==> config.mk <==
export PLATFORM = sky130hd
export DESIGN_NAME = spcw_top
export DESIGN_NICKNAME = d
export VERILOG_FILES = /design/src/verilog/spcw_pkg.sv /design/src/verilog/spcw_parity_unit.sv /design/src/verilog/spcw_top.sv
export SDC_FILE = /design/constraint.sdc
export NUM_CORES = 1
export LEC_CHECK = 0
export BUFFER_PORTS_ARGS = -buffer_cell sky130_fd_sc_hd__buf_2
export CELL_PAD_IN_SITES_DETAIL_PLACEMENT = 0
export CELL_PAD_IN_SITES_GLOBAL_PLACEMENT = 1
export CORE_MARGIN = 1
export CORE_UTILIZATION = 33
export DETAILED_ROUTE_END_ITERATION = 10
export PLACE_DENSITY = 0.78
export SLEW_MARGIN = 20
export SYNTH_ARGS = -nofsm -noshare
export SYNTH_HDL_FRONTEND = slang
export SYNTH_SLANG_ARGS = --single-unit
==> constraint.sdc <==
create_clock -name clk -period 2.4 [get_ports clk]
set_clock_uncertainty 0.05 [all_clocks]
set_input_delay 0.24 -clock clk [delete_from_list [all_inputs] [get_ports clk]]
set_output_delay 0.24 -clock clk [all_outputs]
set_load 0.1 [all_outputs]
==> src/verilog/spcw_pkg.sv <==
// spcw_pkg: register map, field positions and reset values of the serial
// port control word block.
// assumes a 32-bit AXI4-Lite register bus with byte addresses.
package spcw_pkg;

	// register byte offsets
	localparam logic [7:0] SPCW_OFS_CTRL = 8'h0C;
	localparam logic [7:0] SPCW_OFS_STAT = 8'h20;
	localparam logic [7:0] SPCW_OFS_MASK = 8'h24;
	localparam int         SPCW_ADDR_W   = 8;

	// control word field positions
	localparam int SPCW_BIT_BREAK = 0;
	localparam int SPCW_BIT_MUTE  = 1;
	localparam int SPCW_BIT_RXON  = 2;
	localparam int SPCW_BIT_TXON  = 3;
	localparam int SPCW_BIT_IDLIE = 4;
	localparam int SPCW_BIT_RXFIE = 5;
	localparam int SPCW_BIT_TXDIE = 6;
	localparam int SPCW_BIT_TXEIE = 7;
	localparam int SPCW_BIT_PARIE = 8;
	localparam int SPCW_BIT_ODD   = 9;
	localparam int SPCW_BIT_PARON = 10;
	localparam int SPCW_BIT_WAKE  = 11;
	localparam int SPCW_BIT_NINE  = 12;
	localparam int SPCW_BIT_PORT  = 13;
	localparam int SPCW_CTRL_W    = 14;

	// interrupt sources, same layout in status and mask
	localparam int SPCW_SRC_PAR  = 0;
	localparam int SPCW_SRC_TXE  = 1;
	localparam int SPCW_SRC_TXD  = 2;
	localparam int SPCW_SRC_RXF  = 3;
	localparam int SPCW_SRC_IDLE = 4;
	localparam int SPCW_NSRC     = 5;

	// reset values
	localparam logic [SPCW_CTRL_W-1:2] SPCW_CFG_RESET  = 12'h000;
	localparam logic [SPCW_NSRC-1:0]   SPCW_MASK_RESET = 5'h1F;
	localparam logic [SPCW_NSRC-1:0]   SPCW_STAT_RESET = 5'h00;

	// bus encodings
	localparam logic [3:0] SPCW_STRB_FULL   = 4'hF;
	localparam logic [1:0] SPCW_RESP_OKAY   = 2'h0;
	localparam logic [1:0] SPCW_RESP_SLVERR = 2'h2;

	// data frame
	localparam int         SPCW_FRAME_W  = 9;
	localparam logic [8:0] SPCW_LOW8     = 9'h07F;
	localparam logic [8:0] SPCW_LOW9     = 9'h0FF;
	localparam logic [8:0] SPCW_FULL8    = 9'h0FF;
	localparam logic [8:0] SPCW_FULL9    = 9'h1FF;
	localparam int         SPCW_MSB8     = 7;
	localparam int         SPCW_MSB9     = 8;

endpackage

==> src/verilog/spcw_parity_unit.sv <==
// spcw_parity_unit: parity insertion on transmit words, parity check on
// received frames.
// assumes tx_load and rx_valid are one-cycle pulses on clk.
`timescale 1ns/1ps
module spcw_parity_unit
	import spcw_pkg::*;
(
	input  wire logic                    clk,
	input  wire logic                    rst_n,
	input  wire logic                    nine_bit_word,
	input  wire logic                    parity_on,
	input  wire logic                    odd_parity_select,
	input  wire logic [SPCW_FRAME_W-1:0] tx_word,
	input  wire logic                    tx_load,
	input  wire logic [SPCW_FRAME_W-1:0] rx_word,
	input  wire logic                    rx_valid,
	output logic      [SPCW_FRAME_W-1:0] tx_frame,
	output logic                         tx_frame_valid,
	output logic                         rx_parity_bad
);

	logic [SPCW_FRAME_W-1:0] low_mask;
	logic [SPCW_FRAME_W-1:0] full_mask;
	logic [SPCW_FRAME_W-1:0] tx_word_cut;
	logic                    par_bit;
	logic                    rx_sum;

	// parity covers the bits under the msb; the msb carries it
	assign low_mask    = nine_bit_word ? SPCW_LOW9 : SPCW_LOW8;
	assign full_mask   = nine_bit_word ? SPCW_FULL9 : SPCW_FULL8;
	assign tx_word_cut = tx_word & full_mask;
	assign par_bit     = (^(tx_word & low_mask)) ^ odd_parity_select;
	assign rx_sum      = ^(rx_word & full_mask);

	// transmit word, msb replaced by parity when enabled
	always_ff @(posedge clk or negedge rst_n) begin
		if (!rst_n) begin
			tx_frame       <= 9'h000;
			tx_frame_valid <= 1'b0;
		end else begin
			tx_frame_valid <= tx_load;
			if (tx_load) begin
				tx_frame <= tx_word_cut;
				if (parity_on && nine_bit_word)
					tx_frame[SPCW_MSB9] <= par_bit;
				else if (parity_on)
					tx_frame[SPCW_MSB8] <= par_bit;
			end
		end
	end

	// received frame check; even parity wants an even count of ones
	always_ff @(posedge clk or negedge rst_n) begin
		if (!rst_n)
			rx_parity_bad <= 1'b0;
		else
			rx_parity_bad <= rx_valid && parity_on && (rx_sum != odd_parity_select);
	end
endmodule

==> src/verilog/spcw_top.sv <==
// spcw_top: control word of the serial port, interrupt status and mask,
// AXI4-Lite register slave, mute and break control.
// assumes the port core runs on clk and feeds flags and events unsynchronised.
//
// Notes on behaviour
// - parity bit generated and checked when on; odd select picks odd.
// - parity error flag raises interrupt when its enable is set.
// - transmit buffer empty flag raises interrupt when enabled.
// - transmission complete flag raises interrupt when enabled.
// - receive full or overrun raises interrupt when enabled.
// - idle line flag raises interrupt when enabled.
// - transmitter runs only while transmitter-on is set.
// - receiver runs only while receiver-on is set.
// - wake select picks idle-frame or address-match wake from mute.
// - software sets or clears mute; bit reads one while muted.
// - idle frame clears mute when idle wake is selected.
// - address match clears mute, mismatch sets it, under address wake.
// - software requests break; hardware clears it once break is sent.
// - parity replaces the msb of the transmitted word.
//
// The AXI4-Lite interface to the registers was chosen for this implementation.
`timescale 1ns/1ps
module spcw_top
	import spcw_pkg::*;
(
	input  wire logic                    clk,
	input  wire logic                    reset_n,
	// register bus
	input  wire logic [SPCW_ADDR_W-1:0]  s_axi_awaddr,
	input  wire logic                    s_axi_awvalid,
	output logic                         s_axi_awready,
	input  wire logic [31:0]             s_axi_wdata,
	input  wire logic [3:0]              s_axi_wstrb,
	input  wire logic                    s_axi_wvalid,
	output logic                         s_axi_wready,
	output logic      [1:0]              s_axi_bresp,
	output logic                         s_axi_bvalid,
	input  wire logic                    s_axi_bready,
	input  wire logic [SPCW_ADDR_W-1:0]  s_axi_araddr,
	input  wire logic                    s_axi_arvalid,
	output logic                         s_axi_arready,
	output logic      [31:0]             s_axi_rdata,
	output logic      [1:0]              s_axi_rresp,
	output logic                         s_axi_rvalid,
	input  wire logic                    s_axi_rready,
	// flags and events from the port core
	input  wire logic                    parity_error_flag,
	input  wire logic                    tx_buffer_empty_flag,
	input  wire logic                    tx_finished_flag,
	input  wire logic                    rx_buffer_full_flag,
	input  wire logic                    overrun_flag,
	input  wire logic                    idle_line_flag,
	input  wire logic                    idle_detected,
	input  wire logic                    addr_frame_valid,
	input  wire logic                    addr_match,
	input  wire logic                    break_sent,
	input  wire logic [SPCW_FRAME_W-1:0] tx_word,
	input  wire logic                    tx_load,
	input  wire logic [SPCW_FRAME_W-1:0] rx_word,
	input  wire logic                    rx_valid,
	// controls towards the port core
	output logic                         port_on,
	output logic                         nine_bit_word,
	output logic                         parity_on,
	output logic                         odd_parity_select,
	output logic                         wake_select,
	output logic                         transmitter_run,
	output logic                         receiver_run,
	output logic                         receiver_mute,
	output logic                         break_send_request,
	output logic      [SPCW_FRAME_W-1:0] tx_frame,
	output logic                         tx_frame_valid,
	output logic                         rx_parity_bad,
	output logic                         irq
);

	logic [1:0]              rst_sync_reg;
	logic                    rst_n;
	logic                    aw_have_reg;
	logic [SPCW_ADDR_W-1:0]  aw_addr_reg;
	logic                    w_have_reg;
	logic [31:0]             w_data_reg;
	logic [3:0]              w_strb_reg;
	logic                    bvalid_reg;
	logic [1:0]              bresp_reg;
	logic                    rvalid_reg;
	logic [31:0]             rdata_reg;
	logic [1:0]              rresp_reg;
	logic                    do_write;
	logic                    wr_mapped;
	logic                    wr_ok;
	logic                    ctrl_wr;
	logic                    stat_wr;
	logic                    mask_wr;
	logic                    rd_take;
	logic                    rd_mapped;
	logic [31:0]             rd_word;
	logic [SPCW_CTRL_W-1:2]  cfg_reg;
	logic                    mute_reg;
	logic                    break_reg;
	logic [SPCW_CTRL_W-1:0]  ctrl_word;
	logic [SPCW_NSRC-1:0]    stat_reg;
	logic [SPCW_NSRC-1:0]    mask_reg;
	logic [SPCW_NSRC-1:0]    irq_cond;
	logic                    irq_reg;
	logic                    hw_mute_set;
	logic                    hw_mute_clr;

	// reset release through two flops; assertion stays asynchronous
	always_ff @(posedge clk or negedge reset_n) begin
		if (!reset_n)
			rst_sync_reg <= 2'b00;
		else
			rst_sync_reg <= {rst_sync_reg[0], 1'b1};
	end
	assign rst_n = rst_sync_reg[1];

	// write channels taken independently, in either order
	assign s_axi_awready = !aw_have_reg && !bvalid_reg;
	assign s_axi_wready  = !w_have_reg && !bvalid_reg;
	assign do_write      = aw_have_reg && w_have_reg && !bvalid_reg;

	// write address holding
	always_ff @(posedge clk or negedge rst_n) begin
		if (!rst_n) begin
			aw_have_reg <= 1'b0;
			aw_addr_reg <= 8'h00;
		end else if (s_axi_awvalid && s_axi_awready) begin
			aw_have_reg <= 1'b1;
			aw_addr_reg <= s_axi_awaddr;
		end else if (do_write) begin
			aw_have_reg <= 1'b0;
		end
	end

	// write data holding
	always_ff @(posedge clk or negedge rst_n) begin
		if (!rst_n) begin
			w_have_reg <= 1'b0;
			w_data_reg <= 32'h0000_0000;
			w_strb_reg <= 4'h0;
		end else if (s_axi_wvalid && s_axi_wready) begin
			w_have_reg <= 1'b1;
			w_data_reg <= s_axi_wdata;
			w_strb_reg <= s_axi_wstrb;
		end else if (do_write) begin
			w_have_reg <= 1'b0;
		end
	end

	// decode; byte or halfword writes are refused whole
	assign wr_mapped = (aw_addr_reg == SPCW_OFS_CTRL) || (aw_addr_reg == SPCW_OFS_STAT)
		|| (aw_addr_reg == SPCW_OFS_MASK);
	assign wr_ok     = do_write && wr_mapped && (w_strb_reg == SPCW_STRB_FULL);
	assign ctrl_wr   = wr_ok && (aw_addr_reg == SPCW_OFS_CTRL);
	assign stat_wr   = wr_ok && (aw_addr_reg == SPCW_OFS_STAT);
	assign mask_wr   = wr_ok && (aw_addr_reg == SPCW_OFS_MASK);

	// write response
	always_ff @(posedge clk or negedge rst_n) begin
		if (!rst_n) begin
			bvalid_reg <= 1'b0;
			bresp_reg  <= SPCW_RESP_OKAY;
		end else if (do_write) begin
			bvalid_reg <= 1'b1;
			bresp_reg  <= wr_ok ? SPCW_RESP_OKAY : SPCW_RESP_SLVERR;
		end else if (s_axi_bready) begin
			bvalid_reg <= 1'b0;
		end
	end
	assign s_axi_bvalid = bvalid_reg;
	assign s_axi_bresp  = bresp_reg;

	// read mux; upper control bits always read zero
	assign ctrl_word = {cfg_reg, mute_reg, break_reg};
	assign rd_take   = s_axi_arvalid && s_axi_arready;
	assign rd_mapped = (s_axi_araddr == SPCW_OFS_CTRL) || (s_axi_araddr == SPCW_OFS_STAT)
		|| (s_axi_araddr == SPCW_OFS_MASK);
	always_comb begin
		rd_word = 32'h0000_0000;
		if (s_axi_araddr == SPCW_OFS_CTRL)
			rd_word[SPCW_CTRL_W-1:0] = ctrl_word;
		else if (s_axi_araddr == SPCW_OFS_STAT)
			rd_word[SPCW_NSRC-1:0] = stat_reg;
		else if (s_axi_araddr == SPCW_OFS_MASK)
			rd_word[SPCW_NSRC-1:0] = mask_reg;
	end

	// read channel, one read in flight
	assign s_axi_arready = !rvalid_reg;
	always_ff @(posedge clk or negedge rst_n) begin
		if (!rst_n) begin
			rvalid_reg <= 1'b0;
			rdata_reg  <= 32'h0000_0000;
			rresp_reg  <= SPCW_RESP_OKAY;
		end else if (rd_take) begin
			rvalid_reg <= 1'b1;
			rdata_reg  <= rd_word;
			rresp_reg  <= rd_mapped ? SPCW_RESP_OKAY : SPCW_RESP_SLVERR;
		end else if (s_axi_rready) begin
			rvalid_reg <= 1'b0;
		end
	end
	assign s_axi_rvalid = rvalid_reg;
	assign s_axi_rdata  = rdata_reg;
	assign s_axi_rresp  = rresp_reg;

	// configuration fields; write bits above the word are dropped
	always_ff @(posedge clk or negedge rst_n) begin
		if (!rst_n)
			cfg_reg <= SPCW_CFG_RESET;
		else if (ctrl_wr)
			cfg_reg <= w_data_reg[SPCW_CTRL_W-1:2];
	end

	assign port_on           = cfg_reg[SPCW_BIT_PORT];
	assign nine_bit_word     = cfg_reg[SPCW_BIT_NINE];
	assign parity_on         = cfg_reg[SPCW_BIT_PARON];
	assign odd_parity_select = cfg_reg[SPCW_BIT_ODD];
	assign wake_select       = cfg_reg[SPCW_BIT_WAKE];
	// whole-port enable overrides the per-direction enables
	assign transmitter_run   = port_on && cfg_reg[SPCW_BIT_TXON];
	assign receiver_run      = port_on && cfg_reg[SPCW_BIT_RXON];

	// hardware mute moves only while the receiver runs
	assign hw_mute_set = receiver_run && wake_select && addr_frame_valid
		&& !addr_match;
	assign hw_mute_clr = receiver_run && ((!wake_select && idle_detected)
		|| (wake_select && addr_frame_valid && addr_match));

	// mute: hardware set beats a software clear, software set beats hardware clear
	always_ff @(posedge clk or negedge rst_n) begin
		if (!rst_n)
			mute_reg <= 1'b0;
		else if (hw_mute_set)
			mute_reg <= 1'b1;
		else if (ctrl_wr)
			mute_reg <= w_data_reg[SPCW_BIT_MUTE];
		else if (hw_mute_clr)
			mute_reg <= 1'b0;
	end
	assign receiver_mute = mute_reg;

	// break request; a fresh software request wins over completion
	always_ff @(posedge clk or negedge rst_n) begin
		if (!rst_n)
			break_reg <= 1'b0;
		else if (ctrl_wr)
			break_reg <= w_data_reg[SPCW_BIT_BREAK];
		else if (break_sent)
			break_reg <= 1'b0;
	end
	assign break_send_request = break_reg;

	// enabled interrupt conditions
	assign irq_cond[SPCW_SRC_PAR]  = parity_error_flag && cfg_reg[SPCW_BIT_PARIE];
	assign irq_cond[SPCW_SRC_TXE]  = tx_buffer_empty_flag && cfg_reg[SPCW_BIT_TXEIE];
	assign irq_cond[SPCW_SRC_TXD]  = tx_finished_flag && cfg_reg[SPCW_BIT_TXDIE];
	assign irq_cond[SPCW_SRC_RXF]  = (rx_buffer_full_flag || overrun_flag)
		&& cfg_reg[SPCW_BIT_RXFIE];
	assign irq_cond[SPCW_SRC_IDLE] = idle_line_flag && cfg_reg[SPCW_BIT_IDLIE];

	// sticky status, write one to clear; a live condition re-sets at once
	genvar gi;
	generate
		for (gi = 0; gi < SPCW_NSRC; gi++) begin : g_stat
			always_ff @(posedge clk or negedge rst_n) begin
				if (!rst_n)
					stat_reg[gi] <= SPCW_STAT_RESET[gi];
				else if (irq_cond[gi])
					stat_reg[gi] <= 1'b1;
				else if (stat_wr && w_data_reg[gi])
					stat_reg[gi] <= 1'b0;
			end
		end
	endgenerate

	// mask resets open so the control word enables alone suffice
	always_ff @(posedge clk or negedge rst_n) begin
		if (!rst_n)
			mask_reg <= SPCW_MASK_RESET;
		else if (mask_wr)
			mask_reg <= w_data_reg[SPCW_NSRC-1:0];
	end

	// registered output keeps glitches off the line
	always_ff @(posedge clk or negedge rst_n) begin
		if (!rst_n)
			irq_reg <= 1'b0;
		else
			irq_reg <= |(stat_reg & mask_reg);
	end
	assign irq = irq_reg;

	// parity insertion and check on the data path
	spcw_parity_unit u_parity (
		.clk               (clk),
		.rst_n             (rst_n),
		.nine_bit_word     (nine_bit_word),
		.parity_on         (parity_on),
		.odd_parity_select (odd_parity_select),
		.tx_word           (tx_word),
		.tx_load           (tx_load),
		.rx_word           (rx_word),
		.rx_valid          (rx_valid),
		.tx_frame          (tx_frame),
		.tx_frame_valid    (tx_frame_valid),
		.rx_parity_bad     (rx_parity_bad)
	);
endmodule
## After elaboration in Yosys (flattened, before gate mapping)

Cells that the tools add are included.
W data, S select, Z words.

- Bits in latches: 0
- Bits in read-only memories: 0
- Input port bits: 89
- Memories kept: 0
- Register bits: 86
- Memory bits (writable): 0
- Output and inout bits: 62

- Div/mod/pow operators: 0
- Bitwise gates (word level): 5
- Mux-type cells: 33
- Multiply operators: 0
- Reductions and logical operators: 60
- $lt $le $gt $ge: 0
- Add/subtract/negate cells: 0
- Shift operators: 0
- Eq/ne operators: 8

Operators by type and width:

| cell | count |
|---|---|
| $logic_and A1 B1 Y1 | 34 |
| $eq A8 B6 Y1 const B | 4 |
| $and A9 B9 Y9 | 3 |
| $mux W1 | 25 |
| $reduce_bool A2 Y1 | 10 |
| $mux W9 | 2 |
| $reduce_xor A9 Y1 | 2 |
| $eq A8 B4 Y1 const B | 2 |
| $mux W5 | 3 |
| $mux W8 | 1 |
| $logic_not A1 Y1 | 6 |
| $logic_or A1 B1 Y1 | 6 |
| $and A5 B5 Y5 | 1 |
| $reduce_or A5 Y1 | 1 |
| $eq A4 B4 Y1 const B | 1 |
| $mux W2 | 2 |
| $reduce_bool A3 Y1 | 1 |
| $ne A1 B1 Y1 | 1 |
| $xor A1 B1 Y1 | 1 |

## Logic depth before layout (Yosys ltp)

- Word-level depth: 9
- Mapped depth: 6
- Mapped depth without buffers: 5

## Modules after synthesis

Synthesis repeated with hierarchy kept, for this count alone.

- Cells, all modules: 279
- Area total of the unflattened synthesis: 3,719.8 µm²

Modules (own cells, without submodules):

| module | cells each | times used | area each (µm²) |
|---|---|---|---|
| spcw_top | 228 | 1 | 3,110.5 |
| spcw_parity_unit | 51 | 1 | 609.3 |

## Worst setup path before layout

Ideal clock, no wire load.

- Kind: register to register
- From: register bvalid_reg, in the netlist s_axi_bvalid
- To: register w_data_reg[10]
- Slack: -993 ps
- Stages on the path, launching flop included: 6
- Data arrival time: 3,218 ps
- Library setup time: 125 ps
- Path through: dfrtp_1 -> nor2_1 -> and2_1 -> buf_2 -> buf_2 -> mux2_2

- Cells in the longest elaborated chain, start to end: 3

Ends and longest elaborated chain:

| what | line | source |
|---|---|---|
| start, declared | spcw_top.sv:84 | `logic bvalid_reg;` |
| start signal, assigned | spcw_top.sv:162 | `bvalid_reg <= 1'b0;` |
| start signal, assigned | spcw_top.sv:165 | `bvalid_reg <= 1'b1;` |
| start signal, assigned | spcw_top.sv:168 | `bvalid_reg <= 1'b0;` |
| $logic_not A1 Y1 | spcw_top.sv:120 | `assign s_axi_wready = !w_have_reg && !bvalid_reg;` |
| $logic_and A1 B1 Y1 | spcw_top.sv:120 |  |
| named net s_axi_wready | spcw_top.sv:35 | `output logic s_axi_wready,` |
| $logic_and A1 B1 Y1 | spcw_top.sv:142 | `end else if (s_axi_wvalid && s_axi_wready) begin` |
| end signal, assigned | spcw_top.sv:144 | `w_data_reg <= s_axi_wdata;` |
| end, declared | spcw_top.sv:82 | `logic [31:0] w_data_reg;` |

The timed path passes the listed nets, and every way through them passes these cells.
A chain may end at the register's enable or synchronous reset.

## Worst setup path in the final report

- From: register bvalid_reg, in the netlist s_axi_bvalid
- To: register cfg_reg[2] (netlist bit)

- Cells in the longest elaborated chain, start to end: 5

Ends and longest elaborated chain:

| what | line | source |
|---|---|---|
| $logic_not A1 Y1 | spcw_top.sv:121 | `assign do_write = aw_have_reg && w_have_reg && !bvalid_reg;` |
| $logic_and A1 B1 Y1 | spcw_top.sv:121 |  |
| $logic_and A1 B1 Y1 (2 in series) | spcw_top.sv:154 | `assign wr_ok = do_write && wr_mapped && (w_strb_reg == SPCW_STRB_FULL);` |
| $logic_and A1 B1 Y1 | spcw_top.sv:155 | `assign ctrl_wr = wr_ok && (aw_addr_reg == SPCW_OFS_CTRL);` |
| end signal, assigned | spcw_top.sv:213 | `cfg_reg <= w_data_reg[SPCW_CTRL_W-1:2];` |
| end, declared | spcw_top.sv:98 | `logic [SPCW_CTRL_W-1:2] cfg_reg;` |

No other way between the ends.

==> reports/metrics.csv <==
metric,value,unit
status,finished clean,
Starting Density,33.9,%
Post-CTS Resized,0,
total grt overflow,0,
IO Port Bufs,112,
Power Dens Cells,1020,nW/um^2
initial DRC count,82,
gpl congestion,0.771,
height of the die,108,um
share of layout cells above drive strength 1,47.8,%
CP required,2580,ps
Synth cell types,37,
min-delay src,s_axi_rready,
Worst Setup Start Kind,flop,
worst min-delay path class,in -> reg,
Slowest cell on crit path,dfrtp_1,
critical path capture point type,flop,
Syn Area/Cell,12.8,um^2
Pleak,2.27,nW
ys flop type,dfrtp_1,
WL/cell,14.2,um
most numerous cell in the Yosys netlist,dfrtp_1,
antenna violations before repair,0,
Setup CP Type,reg -> reg,
Ports,151,
cell area after layout,4660,um^2
ys async rst share,100,%
Detail Route Antenna Nets,0,
CTS tree,done,
drt pass-1 iters,6,
row count,38,
r2r startpoint,s_axi_bvalid,
Top delay family on crit path,flip-flops,
Slew headroom,63.2,%
Worst IR Drop VDD,0.00108,V
die area,11600,um^2
top-area cell type share of the netlist area,53.8,%
largest net degree at the start of global routing,34,
aggregate global-route resource usage,14.4,%
CTS sink cnt,84,
worst reg2reg path depth,5,
Max Cap Viol,0,
M1 wire length,3.75,mm
Critical Path AT,2020,ps
first-pass GRT wire length,12.5,mm
Worst-path clk slew,80,ps
Die Wd,108,um
final setup fails,0,
"Max FO, Critical Path",16,
launch point of the worst path,s_axi_bvalid,
worst slew pin tran,548,ps
WHS,34.1,ps
Ys Warns,0,
Root Driver,clkbuf_8,
WHS Endpoint,s_axi_rvalid,
Final Power,4.78,mW
max incr delay on CP,480,ps
R2R setup slack,560,ps
R2R Path End,cfg_reg[2],
WHS Path Cells,2,
FILL cells,1061,
met3 routed WL,421,um
DRC violation count after routing,0,
period utilization,76.7,%
vias per inst,4.62,
crit-path cells,inv_1 -> nand3_1 -> nor3_4 -> buf_4 -> mux2_2,
DP Area,4390,um^2
met2 wire length,3.64,mm
DP HPWL,5.77,mm
max-slew violation count,0,
core box area,10800,um^2
"Seq/Total Area, Yosys",57.3,%
ANT cells,0,
Synth-to-Final Area Change,26.7,%
Max Freq,544,MHz
nets@finish,500,
DR top layer,met4,
H-tree depth,3,
Mapped Area,3680,um^2
"area leader, netlist",dfrtp_1,
Hold Fails Final Rpt,0,
number of synthesized register bits,84,
total CTS buffers,9,
RSZ-0062 raised after global routing,no,
Detailed Route WL,7.88,mm
number of global-route vias before repair,2435,
Tmin final,1840,ps
Max Root-Sink Buffers,2,
"top cells by area, synth","dfrtp_1, mux2_2, buf_4",
Post-Synthesis Cells,287,
worst skew pair latency,350,ps
commonest cells in the netlist,"dfrtp_1, mux2_2, nand2_1",
number of synthesized flops with an enable pin,0,
vias,2570,
CP bufs+invs,2,
## cell usage in the layout, fill, tap and decap left out, drive strengths merged, types with 2 or more instances in the layout
cell type	instances
xnor2	14
dfrtp	79
clkbuf	10
o21ai	10
conb	21
clkinvlp	2
dfstp	5
a21oi	10
inv	4
a221oi	5
nor2b	2
nand3	3
mux2	50
and2	3
nand2b	2
xor2	3
a22o	13
buf	119
nor3	9
bufinv	4
nand2	21
a21o	3
nand4	2
nor2	11
## power breakdown
group / internal, mW / switching, mW
combinational: 0.462 / 1.03
sequential: 1.73 / 0.252
clock: 0.799 / 0.507
## layout make-up
type                    instances  area, um^2  share of cell area [%]
multi-input cells             191        1450                    31.1
well taps                     140         175                    3.76
flip-flops and latches         84        2110                    45.4
repair buffers                120         636                    13.6
clock inverters                 6         136                    2.93
clock buffers                  10         128                    2.74
inverters                       5        22.5                   0.483
## worst max-delay path by stage
stage / end / slack, ps / cells past startpoint
6_report: cfg_reg[2] / 560 / 5
4_1_cts: cfg_reg[2] / 520 / 5
2_1_floorplan: w_data_reg[10] / -210 / 5
5_1_grt: cfg_reg[12] / 450 / 5
3_5_place_dp: cfg_reg[12] / 540 / 5
3_3_place_gp: cfg_reg[12] / 580 / 5
## logic make-up after synthesis
family                 Yosys count  synth area share [%]
other                            2                 0.204
multiplexers                    51                  16.2
flip-flops                      84                  57.3
AO/OA/AOI/OAI                   44                  8.37
buffers and inverters           31                  5.61
XOR/XNOR                        17                  4.05
AND/OR/NAND/NOR                 58                  8.23
## per-layer routing
metal	vias up	track usage [%]
met1	1255	19.7
met5	-	0
met3	7	2.78
met2	88	22.3
met4	0	5.68
li1	1220	-
## metrics by stage
| step | utilization [%] | TNS [ps] | setup WS (ps) | std cells |
|---|---|---|---|---|
| final | 43.0 | 0 | 560 | 556 |
| after global routing | 43.0 | 0 | 451 | 556 |
| after detailed placement | 40.5 | 0 | 542 | 539 |
| after CTS | 43.0 | 0 | 522 | 556 |
| after global placement | 40.5 | 0 | 582 | 539 |
| after floorplan | - | -1860 | -207 | 306 |
## worst reg2reg max path, stage by stage (launching register included)
cell and delay [ps]:
dfrtp_1 480, inv_1 130, nand3_1 230, nor3_4 170
buf_4 300, mux2_2 370
## repair_timing
| item | in CTS | in global routing |
|---|---|---|
| hold endpoints to repair | 2 | 0 |
| buffers inserted | 0 | 0 |
| hold buffers | 1 | 0 |
Power figures use the tool's default switching activity.
